[src/rtl/gate_driver_params.svh]
// Timing counts and reset values for the gate driver control logic.
// Assumes one sampling clock at 250 MHz (4 ns period).
`ifndef GATE_DRIVER_PARAMS_SVH
`define GATE_DRIVER_PARAMS_SVH

`define GD_CLK_PERIOD_NS    4
`define GD_DEGLITCH_NS      40
`define GD_RST_FILTER_NS    1000
`define GD_FAULT_MUTE_NS    1000

// Least times, rounded up to whole cycles
`define GD_DEGLITCH_CYC     ((`GD_DEGLITCH_NS + `GD_CLK_PERIOD_NS - 1) / `GD_CLK_PERIOD_NS)
`define GD_RST_FILTER_CYC   ((`GD_RST_FILTER_NS + `GD_CLK_PERIOD_NS - 1) / `GD_CLK_PERIOD_NS)
`define GD_FAULT_MUTE_CYC   ((`GD_FAULT_MUTE_NS + `GD_CLK_PERIOD_NS - 1) / `GD_CLK_PERIOD_NS)

// Sampled-pin and output reset values
`define GD_PIN_RST          1'h0
`define GD_SUPPLY_UNDERVOLTAGE_LOCKOUT_PIN_RST     1'h1
`define GD_OE_N_RST         1'h1
`define GD_CLAMP_RST        1'h1

`endif

[src/rtl/gate_driver_pkg.sv]
// Types shared by the gate driver control logic.
// Assumes gate_driver_params.svh supplies the numeric constants.
`default_nettype none

package gate_driver_pkg;

	typedef enum logic [1:0] {
		ST_NORMAL  = 2'h0,
		ST_MUTE    = 2'h1,
		ST_LATCHED = 2'h2
	} fault_state_t;

	typedef struct packed {
		logic on;
		logic normal_off;
		logic soft_off;
	} gate_drive_t;

	typedef struct packed {
		logic in_pos;
		logic in_neg;
		logic rst_en_n;
		logic oc;
		logic supply_undervoltage_lockout;
		logic force_on;
	} pin_levels_t;

endpackage : gate_driver_pkg

`default_nettype wire

[src/rtl/pin_deglitch.sv]
// Three-stage pin synchroniser followed by a minimum-width pulse filter.
// Assumes the pin is asynchronous to mclk_in.
`default_nettype none

module pin_deglitch #(
	parameter int   FILTER_CYCLES = 10,
	parameter logic RESET_LEVEL   = 1'h0
) (
	input  wire logic mclk_in,   // Sampling clock
	input  wire logic rst_in,    // Synchronous reset, active high
	input  wire logic pin_in,    // Raw pin level
	output var  logic level_out  // Filtered level
);

	localparam int CW = $clog2(FILTER_CYCLES + 1);

	logic          s1_r;
	logic          s2_r;
	logic          s3_r;
	logic [CW-1:0] cnt_r;
	logic [CW-1:0] cnt_nxt;
	logic          differs;
	logic          settle;

	// Stages two and three must agree before a change counts
	assign differs = (s2_r == s3_r) && (s3_r != level_out);
	assign settle  = differs && (cnt_r == CW'(FILTER_CYCLES - 1));
	assign cnt_nxt = differs ? cnt_r + CW'(1) : '0;

	always_ff @(posedge mclk_in) begin
		if (rst_in) begin
			s1_r      <= RESET_LEVEL;
			s2_r      <= RESET_LEVEL;
			s3_r      <= RESET_LEVEL;
			cnt_r     <= '0;
			level_out <= RESET_LEVEL;
		end else begin
			s1_r  <= pin_in;
			s2_r  <= s1_r;
			s3_r  <= s2_r;
			cnt_r <= settle ? '0 : cnt_nxt;
			if (settle) begin
				level_out <= s3_r;
			end
		end
	end

endmodule : pin_deglitch

`default_nettype wire

[src/rtl/gate_driver_control_logic.sv]
// Control logic of an isolated single-channel gate driver.
// Assumes all pins are asynchronous to mclk_in; open-drain pins are
// resolved outside from the output and its active-low enable.
`include "gate_driver_params.svh"
`default_nettype none

module gate_driver_control_logic
	import gate_driver_pkg::*;
#(
	parameter int DEGLITCH_CYCLES   = `GD_DEGLITCH_CYC,
	parameter int RST_FILTER_CYCLES = `GD_RST_FILTER_CYC,
	parameter int FAULT_MUTE_CYCLES = `GD_FAULT_MUTE_CYC
) (
	input  wire logic  mclk_in,                        // 250 MHz sampling clock
	input  wire logic  rst_in,                         // Synchronous reset, active high
	input  wire logic  in_pos_in,                      // Noninverting PWM input
	input  wire logic  in_neg_in,                      // Inverting PWM input
	input  wire logic  reset_enable_n_in,              // Reset / enable, low disables
	input  wire logic  overcurrent_sense_in,           // Overcurrent comparator, high = fault
	input  wire logic  supply_undervoltage_lockout_in, // Output supply in lockout, high
	input  wire logic  force_on_request_in,            // Active short circuit request
	output var  gate_drive_t gate_output_out,          // Pull-up / normal / soft pull-down
	output var  logic  clamp_drive_out,                // External Miller clamp FET on
	output var  logic  fault_n_out,                    // Open-drain fault level (low)
	output var  logic  fault_n_oe_n_out,               // Low while fault_n pulled down
	output var  logic  power_good_out,                 // Open-drain power good level (low)
	output var  logic  power_good_oe_n_out             // Low while power good pulled down
);

	localparam int NPINS = 6;
	localparam int MW    = $clog2(FAULT_MUTE_CYCLES + 1);
	localparam int RW    = $clog2(RST_FILTER_CYCLES + 1);

	logic [NPINS-1:0] raw_pins;
	logic [NPINS-1:0] filt_pins;
	pin_levels_t      pins;

	fault_state_t     state_r;
	fault_state_t     state_nxt;
	logic [MW-1:0]    mute_cnt_r;
	logic [MW-1:0]    mute_cnt_nxt;
	logic [RW-1:0]    low_cnt_r;
	logic [RW-1:0]    low_cnt_nxt;
	logic             en_prev_r;
	gate_drive_t      drive_nxt;

	logic             enabled;
	logic             en_rise;
	logic             reset_qualified;
	logic             fault_clear;
	logic             oc_trip;
	logic             mute_done;
	logic             faulted;
	logic             forced;
	logic             pwm_on;
	logic             drive_on;

	// Pin order matches pin_levels_t from the top bit down
	assign raw_pins = {in_pos_in, in_neg_in, reset_enable_n_in,
		overcurrent_sense_in, supply_undervoltage_lockout_in, force_on_request_in};
	assign pins     = pin_levels_t'(filt_pins);

	// PWM and reset/enable get the full deglitch; the rest only synchronise
	generate
		for (genvar i = 0; i < NPINS; i++) begin : g_pin
			localparam bit LONG = (i >= 3);
			pin_deglitch #(
				.FILTER_CYCLES (LONG ? DEGLITCH_CYCLES : 1),
				.RESET_LEVEL   ((i == 1) ? `GD_SUPPLY_UNDERVOLTAGE_LOCKOUT_PIN_RST : `GD_PIN_RST)
			) u_filt (
				.mclk_in   (mclk_in),
				.rst_in    (rst_in),
				.pin_in    (raw_pins[i]),
				.level_out (filt_pins[i])
			);
		end
	endgenerate

	assign enabled   = pins.rst_en_n;
	assign en_rise   = enabled && !en_prev_r;
	assign forced    = pins.force_on && !pins.supply_undervoltage_lockout;

	// Overcurrent is only sensed while the gate is being driven on
	assign oc_trip   = pins.oc && gate_output_out.on;
	assign mute_done = (mute_cnt_r == MW'(FAULT_MUTE_CYCLES - 1));

	// Low time counts only once mute is over, so earlier lows are ignored
	assign low_cnt_nxt = (state_r != ST_LATCHED) ? '0 :
		enabled ? '0 :
		reset_qualified ? low_cnt_r : low_cnt_r + RW'(1);
	assign reset_qualified = (low_cnt_r == RW'(RST_FILTER_CYCLES));
	assign fault_clear = (state_r == ST_LATCHED) && en_rise && reset_qualified;

	assign mute_cnt_nxt = (state_r == ST_MUTE) ? mute_cnt_r + MW'(1) : '0;

	always_comb begin
		state_nxt = state_r;
		case (state_r)
			ST_NORMAL: begin
				if (oc_trip) begin
					state_nxt = ST_MUTE;
				end
			end
			ST_MUTE: begin
				if (mute_done) begin
					state_nxt = ST_LATCHED;
				end
			end
			ST_LATCHED: begin
				if (fault_clear) begin
					state_nxt = ST_NORMAL;
				end
			end
			default: begin
				state_nxt = ST_LATCHED;
			end
		endcase
	end

	assign faulted  = (state_nxt != ST_NORMAL);

	// Interlock: both PWM inputs high gives a low output
	assign pwm_on   = pins.in_pos && !pins.in_neg;

	// Priority: lockout, forced on, fault, disable, PWM
	assign drive_on = pins.supply_undervoltage_lockout ? 1'b0 :
		forced ? 1'b1 :
		faulted ? 1'b0 :
		!enabled ? 1'b0 :
		pwm_on;

	assign drive_nxt.on         = drive_on;
	assign drive_nxt.soft_off   = !drive_on && faulted && !pins.supply_undervoltage_lockout;
	assign drive_nxt.normal_off = !drive_on && !drive_nxt.soft_off;

	always_ff @(posedge mclk_in) begin
		if (rst_in) begin
			state_r    <= ST_NORMAL;
			mute_cnt_r <= '0;
			low_cnt_r  <= '0;
			en_prev_r  <= `GD_PIN_RST;
		end else begin
			state_r    <= state_nxt;
			mute_cnt_r <= mute_cnt_nxt;
			low_cnt_r  <= low_cnt_nxt;
			en_prev_r  <= enabled;
		end
	end

	always_ff @(posedge mclk_in) begin
		if (rst_in) begin
			gate_output_out     <= '{on: 1'b0, normal_off: 1'b1, soft_off: 1'b0};
			clamp_drive_out     <= `GD_CLAMP_RST;
			fault_n_out         <= 1'h0;
			fault_n_oe_n_out    <= `GD_OE_N_RST;
			power_good_out      <= 1'h0;
			power_good_oe_n_out <= 1'h0;
		end else begin
			gate_output_out     <= drive_nxt;
			clamp_drive_out     <= !drive_on;
			fault_n_out         <= 1'h0;
			fault_n_oe_n_out    <= !faulted;
			power_good_out      <= 1'h0;
			power_good_oe_n_out <= !pins.supply_undervoltage_lockout;
		end
	end

endmodule : gate_driver_control_logic

`default_nettype wire

[config.mk]
export PLATFORM = sky130hd
export DESIGN_NAME = gate_driver_control_logic
export DESIGN_NICKNAME = d
export VERILOG_FILES = /design/src/rtl/gate_driver_pkg.sv /design/src/rtl/pin_deglitch.sv /design/src/rtl/gate_driver_control_logic.sv
export VERILOG_INCLUDE_DIRS = /design/src /design/src/rtl
export SDC_FILE = /design/constraint.sdc
export NUM_CORES = 1
export LEC_CHECK = 0
export BUFFER_PORTS_ARGS = -buffer_cell sky130_fd_sc_hd__buf_2
export CAP_MARGIN = 20
export CORE_MARGIN = 2
export CORE_UTILIZATION = 30
export CTS_BUF_LIST = sky130_fd_sc_hd__clkbuf_8
export DETAILED_ROUTE_END_ITERATION = 16
export PLACE_DENSITY = 0.49
export SLEW_MARGIN = 20
export SYNTH_ARGS = -nofsm -noshare
export SYNTH_HDL_FRONTEND = slang
export SYNTH_SLANG_ARGS = --single-unit
[constraint.sdc]
create_clock -name mclk_in -period 2 [get_ports mclk_in]
set_clock_uncertainty 0.05 [all_clocks]
set_input_delay 0.3 -clock mclk_in [delete_from_list [all_inputs] [get_ports mclk_in]]
set_output_delay 0.3 -clock mclk_in [all_outputs]
set_load 0.02 [all_outputs]
==> results of run 1 <==
-- kinds of logic (layout without fill, tap and decap cells) --
| kind of cell | after synthesis | after routing |
|---|---|---|
| simple gates | 101 | 101 |
| compound gates | 41 | 41 |
| buf+inv | 13 | 36 |
| other cells | 1 | 5 |
| flops | 64 | 64 |
| xor+xnor | 12 | 12 |
| fa+ha+maj | 10 | 10 |
-- stage by stage --
stage | worst slack, ns | cells | power [mW]
finish | 0.4269 | 371 | 2.260
global route | 0.3384 | 371 | 2.377
CTS | 0.4276 | 371 | 2.312
detailed placement | 0.4366 | 358 | 1.370
global placement | 0.4739 | 358 | 1.369
floorplan | 0.5347 | 246 | 1.356
-- routing by layer --
metal | vias to the layer above | global-route usage, % | wire length [um]
met1 | 745 | 11.91 | 1937
met3 | 5 | 4.334 | 170
met4 | 0 | 5.435 | 61
met2 | 19 | 16.07 | 1816
met5 | - | 0 | 0
li1 | 879 | - | -
-- power breakdown --
group / leakage (nW) / internal (mW) / switching (mW)
Combinational: 0.438 / 0.0179 / 0.0217
Sequential: 0.520 / 1.29 / 0.00799
Clock: 0.0883 / 0.490 / 0.429
Total: 1.05 / 1.80 / 0.459
-- layout make-up --
class	instances	area (sq um)	area share, %
Inverter	8	30.03	1.081
Sequential cell	64	1281	46.13
Timing Repair Buffer	15	80.08	2.883
Tap cell	102	127.6	4.595
Clock inverter	2	8.758	0.3153
Clock buffer	11	151.4	5.450
Multi-Input combinational cell	169	1099	39.55
-- how the worst max path moves through the flow --
stage,end,start,slack [ns],cells past startpoint
3_5_place_dp,state_r[1],low_cnt_r[1],0.44,4
6_report,state_r[1],low_cnt_r[1],0.43,4
4_1_cts,state_r[1],low_cnt_r[1],0.43,4
3_3_place_gp,state_r[1],low_cnt_r[0],0.47,5
5_1_grt,state_r[1],low_cnt_r[1],0.34,4
2_1_floorplan,state_r[1],low_cnt_r[0],0.53,5
-- flip-flops by register name (all words and copies together) (netlist names) --
register and cells:
clamp_drive_out 1, fault_n_oe_n_out 1, low_cnt_r 8, gate_output_out 3
g_pin.u_filt.s1_r 6, en_prev_r 1, power_good_oe_n_out 1, g_pin.u_filt.level_out 6
g_pin.u_filt.s2_r 6, state_r 2, g_pin.u_filt.cnt_r 15, mute_cnt_r 8
g_pin.u_filt.s3_r 6
-- worst max-delay path, stage by stage (launching register included) --
cell	delay, ns
dfxtp_1	0.40
ha_1	0.22
nand4b_4	0.17
o31a_1	0.38
o31a_1	0.24
-- Yosys cell counts (all sizes together), types with 4 or more instances --
| library cell | count |
|---|---|
| a21oi | 12 |
| and3b | 4 |
| dfxtp | 64 |
| ha | 10 |
| inv | 8 |
| nand2 | 6 |
| nand3 | 9 |
| nor2 | 23 |
| nor2b | 19 |
| nor3 | 7 |
| nor3b | 4 |
| o21a | 4 |
| o21ai | 15 |
| or2 | 4 |
| or3 | 6 |
| xnor2 | 7 |
| xor2 | 5 |
==> run_results.csv, run 1 <==
group,metric,value,unit
die,core,7767,sq um
critical_path,rrSetupSlack,0.43,ns
yosys,synth_edf_count,0,
detailed_routing,remaining_drc_errors,0,
clock_tree,post_cts_buffers,0,
yosys,synthFlopType,"dfxtp_1",
die,ios,16,
min_path,hp-class,"input pin to flip-flop",
critical_path,reg2reg_from,"low_cnt_r[1]",
global_route,grt_pass1_vias,1527,
detailed_routing,wl_per_cell,10.74,um
clock_tree,h-tree-depth,3,
placed_design,place_congestion,0.7330,
detailed_routing,first_iter_violations,32,
yosys,synth_xor_xnor_area_share,4.339,%
yosys,netlist_area,2422,sq um
yosys,avgSynthCellArea,10.01,sq um
timing,timing.final.crit_share,78.66,%
die,rows,32,
detailed_routing,drt-pass1-iter-count,4,
placed_design,io_buffers,13,
global_route,grt_pass1_wl,6886,um
yosys,synth_compound_area_share,10.28,%
yosys,synth_top_family_by_area,"simple AND/OR/NAND/NOR gates",
detailed_routing,wirelength,3986,um
power,power_density,813.6,nW/um^2
die,dieHeight,93.86,um
global_route,grt_remaining_overflow,0,
yosys,ys_types,40,
timing,max_freq,635.7,MHz
clock_tree,post_cts_resized,0,
critical_path,cp.required,2.17,ns
finish,design_area,2778,sq um
critical_path,r2r_end,"state_r[1]",
timing,worst_hold_slack,0.1036,ns
yosys,yosysSeqAreaShare,52.89,%
power,vdd_drop_max,0.0003560,V
finish,nNetsFinal,285,
yosys,ys_top_cells_by_area,"dfxtp_1, ha_1, nor2b_1, nor2_1, o21ai_0",
yosys,synth_cells,242,
critical_path,start_kind,"flip-flop",
timing,rsz0062_at_grt,"no",
critical_path,crit_fanout,8,
timing,hold_viol_final,0,
finish,utilization,35.76,%
finish,num_antenna_cells,0,
yosys,synth_top_area_cell,"dfxtp_1",
finish,final_cell_mix,"dfxtp_1, nor2_1, nor2b_1",
clock_tree,clk_pin_slew_worst_paths,0.06,ns
yosys,synth-adder-area-share,5.165,%
finish,drive_above_1_share,13.38,%
finish,final_common_cell,"dfxtp_1",
yosys,ys_warn_count,0,
clock_tree,cts_made_buffers,9,
detailed_routing,via_per_inst,4.442,
status,status,"finished, final reports clean",
critical_path,critPathCaptureType,"flip-flop",
global_route,grt.total_usage,10.28,%
min_path,holdPathStages,2,
yosys,yosys.area_share.simple,24.79,%
yosys,ys_seq_elements,64,
clock_tree,clk_latency,0.33,ns
job,maxCapViolations,0,
placed_design,place_area,2618,sq um
clock_tree,postCtsHoldBufs,0,
timing,drv_slew,0,
die,die_x,93.86,um
die,initial_core_util,31.19,%
finish,nFillCells,815,
min_path,hold_start,"supply_undervoltage_lockout_in",
timing,period_needed,1.573,ns
timing,setup_tns,0,ns
timing,setup-violations-final,0,
yosys,synthMuxAreaShare,0,%
critical_path,ff2ff_path_depth,4,
clock_tree,cts_root_buf,"clkbuf_8",
detailed_routing,dr_total_vias,1648,
clock_tree,cts_tree,"done",
global_route,grt_max_degree,20,
yosys,synthArstFlopShare,0,%
global_route,antenna_found_initial,0,
critical_path,crit_arrival,1.75,ns
yosys,synth_top_area_share,52.89,%
critical_path,critPathKind,"flip-flop to flip-flop",
power,leakage,1.046,nW
detailed_routing,ant_nets,0,
clock_tree,cts_buffer_depth,2,
min_path,holdPathEnd,"g_pin[1].u_filt.s1_r",
placed_design,dp_hpwl,2850,um
die,die_area,8809,sq um
finish,area_growth,14.67,%
clock_tree,clock_sinks,64,
No activity file was read; power rests on OpenSTA's default activity.
==> run 2: changes to the inputs <==
Settings changed: ABC_AREA from default to 1.
Clock period 2 ns to 1.6 ns, I/O delays scaled along.
==> run_results.csv, run 2 <==
group,metric,value,unit
finish,final_cell_mix,"dfxtp_1, nor2_1, inv_1",
yosys,yosysSeqAreaShare,54.41,%
critical_path,start_kind,"flip-flop",
die,die_area,8574,sq um
global_route,grt_pass1_vias,1485,
critical_path,cpPeakStageDelay,0.39,ns
clock_tree,cts_root_buf,"clkbuf_8",
detailed_routing,wl_per_cell,9.052,um
die,rows,32,
placed_design,place_congestion,0.7349,
min_path,holdPathEnd,"g_pin[1].u_filt.s1_r",
critical_path,cp_num_buf_inv,0,
finish,multiInputGateArea,914.6,sq um
global_route,grt_remaining_overflow,0,
die,dieHeight,92.60,um
yosys,synthFlopType,"dfxtp_1",
yosys,avgSynthCellArea,8.594,sq um
finish,drive_above_1_share,13.82,%
timing,setup-violations-final,0,
finish,num_antenna_cells,0,
yosys,netlist_area,2355,sq um
die,initial_core_util,30.79,%
critical_path,crit_fanout,4,
global_route,antenna_found_initial,0,
placed_design,placed_cells,390,
clock_tree,h-tree-depth,3,
clock_tree,clk_pin_slew_worst_paths,0.07,ns
yosys,ys_seq_elements,64,
yosys,synth_cells,274,
min_path,holdPathStages,2,
global_route,grt.total_usage,9.947,%
clock_tree,post_cts_buffers,0,
critical_path,r2r_end,"clamp_drive_out",
min_path,hold_start,"supply_undervoltage_lockout_in",
critical_path,ff2ff_path_depth,8,
yosys,ys_warn_count,0,
status,status,"finished, final reports clean",
timing,drv_slew,0,
finish,nFillCells,779,
finish,seq_area,1281,sq um
detailed_routing,remaining_drc_errors,0,
clock_tree,clock_sinks,64,
critical_path,critPathCaptureType,"flip-flop",
critical_path,reg2reg_from,"low_cnt_r[1]",
die,die_x,92.60,um
clock_tree,cts_buffer_depth,2,
detailed_routing,drt-pass1-iter-count,4,
yosys,ys_top_cells_by_count,"dfxtp_1, nor2_1, inv_1",
timing,timing.final.crit_share,81.26,%
placed_design,io_buffers,13,
finish,reg_top3,"g_pin.u_filt.cnt_r: 15 flops, low_cnt_r: 8 flops, mute_cnt_r: 8 flops",
critical_path,crit_arrival,1.46,ns
critical_path,cp-startpoint,"low_cnt_r[1]",
detailed_routing,dr_total_vias,1600,
detailed_routing,ant_nets,0,
timing,max_freq,769.2,MHz
yosys,synth_top_area_share,54.41,%
critical_path,rrSetupSlack,0.30,ns
min_path,hp-class,"input pin to flip-flop",
detailed_routing,via_per_inst,3.941,
critical_path,cp.required,1.76,ns
job,maxCapViolations,0,
finish,regMostFlops,"g_pin.u_filt.cnt_r",
critical_path,critPathKind,"flip-flop to flip-flop",
global_route,grt_pass1_wl,6520,um
die,core,7647,sq um
yosys,ys_types,28,
placed_design,dp_hpwl,2586,um
yosys,ys_top_cells_by_area,"dfxtp_1, nor2_1, inv_1, ha_1, nand2_1",
finish,nNetsFinal,317,
timing,rsz0062_at_grt,"no",
power,power_density,1153,nW/um^2
clock_tree,clk_latency,0.33,ns
critical_path,slowest_stage,"dfxtp_1",
critical_path,crit_chain,"ha_1, nand2_1, nor2_1, nand3_1, nand2_2, nand3_1, nand2_1, nand2_2",
power,vdd_drop_max,0.0005271,V
finish,area_growth,17.64,%
clock_tree,post_cts_resized,0,
timing,period_needed,1.300,ns
yosys,synthArstFlopShare,0,%
clock_tree,cts_made_buffers,9,
clock_tree,cts_tree,"done",
finish,largest_register_ff_count,15,
finish,final_common_cell,"dfxtp_1",
clock_tree,postCtsHoldBufs,0,
power,leakage,1.119,nW
critical_path,crit_family,"simple AND/OR/NAND/NOR gates",
power,p_total,3.194,mW
global_route,grt_max_degree,14,
die,ios,16,
finish,final_cells,406,
yosys,synth_top_area_cell,"dfxtp_1",
detailed_routing,first_iter_violations,55,
detailed_routing,wirelength,3675,um
timing,hold_viol_final,0,
yosys,post-synth-top-count-cell,"dfxtp_1",
yosys,synth_edf_count,0,
timing,setup_tns,0,ns
-- run 2: kinds of logic after synthesis --
logic type                 share of synthesized area (%)
and+or+nand+nor                                    21.79
DFF                                                54.41
buffers and inverters                              7.385
AOI/OAI and AO/OA                                  7.599
adders and majority gates                          5.313
xor gates and xnor gates                           3.347
other                                             0.1593
-- run 2: through the flow --
stage | setup slack (ns) | utilization [%] | cell area, sq um | hold slack, ns
4_1_cts | 0.2781 | 36.22 | 2770 | 0.01944
3_3_place_gp | 0.3127 | 33.34 | 2550 | 0.3405
2_1_floorplan | 0.3917 | - | 2370 | 0.2938
3_5_place_dp | 0.2909 | 33.34 | 2550 | 0.3447
6_report | 0.2999 | 36.22 | 2770 | 0.04075
5_1_grt | 0.1187 | 36.22 | 2770 | 0.02476
-- run 2: how the worst max path moves through the flow --
stage | end | slack, ns | cells after the start
floorplan | gate_output_out[1] | 0.39 | 9
global placement | clamp_drive_out | 0.31 | 9
finish | clamp_drive_out | 0.30 | 8
CTS | clamp_drive_out | 0.28 | 8
global route | mute_cnt_r[6] | 0.12 | 6
detailed placement | gate_output_out[1] | 0.29 | 8
-- run 2: layout make-up --
| class | count | area share, % |
|---|---|---|
| sequential | 64 | 46.25 |
| multi-input combinational | 170 | 33.02 |
| inverter | 39 | 5.285 |
| clock buffer | 10 | 4.968 |
| tap | 102 | 4.607 |
| clock inverter | 6 | 2.981 |
| timing repair buffer | 15 | 2.891 |
-- run 2: layer usage --
layer / GRT usage (%) / share of wire (%) / up-vias
met5: 0 / 0 / -
met4: 8.209 / 2.4 / 0
met3: 2.197 / 3.0 / 7
met2: 14.48 / 42 / 19
met1: 12.50 / 53 / 675
li1: - / - / 899
-- run 2: report_power, final --
group | total (mW) | leakage [nW] | switching [mW] | internal (mW)
registers | 1.63 | 0.520 | 0.00880 | 1.62
clock network | 1.51 | 0.112 | 0.600 | 0.911
logic | 0.0576 | 0.487 | 0.0357 | 0.0219
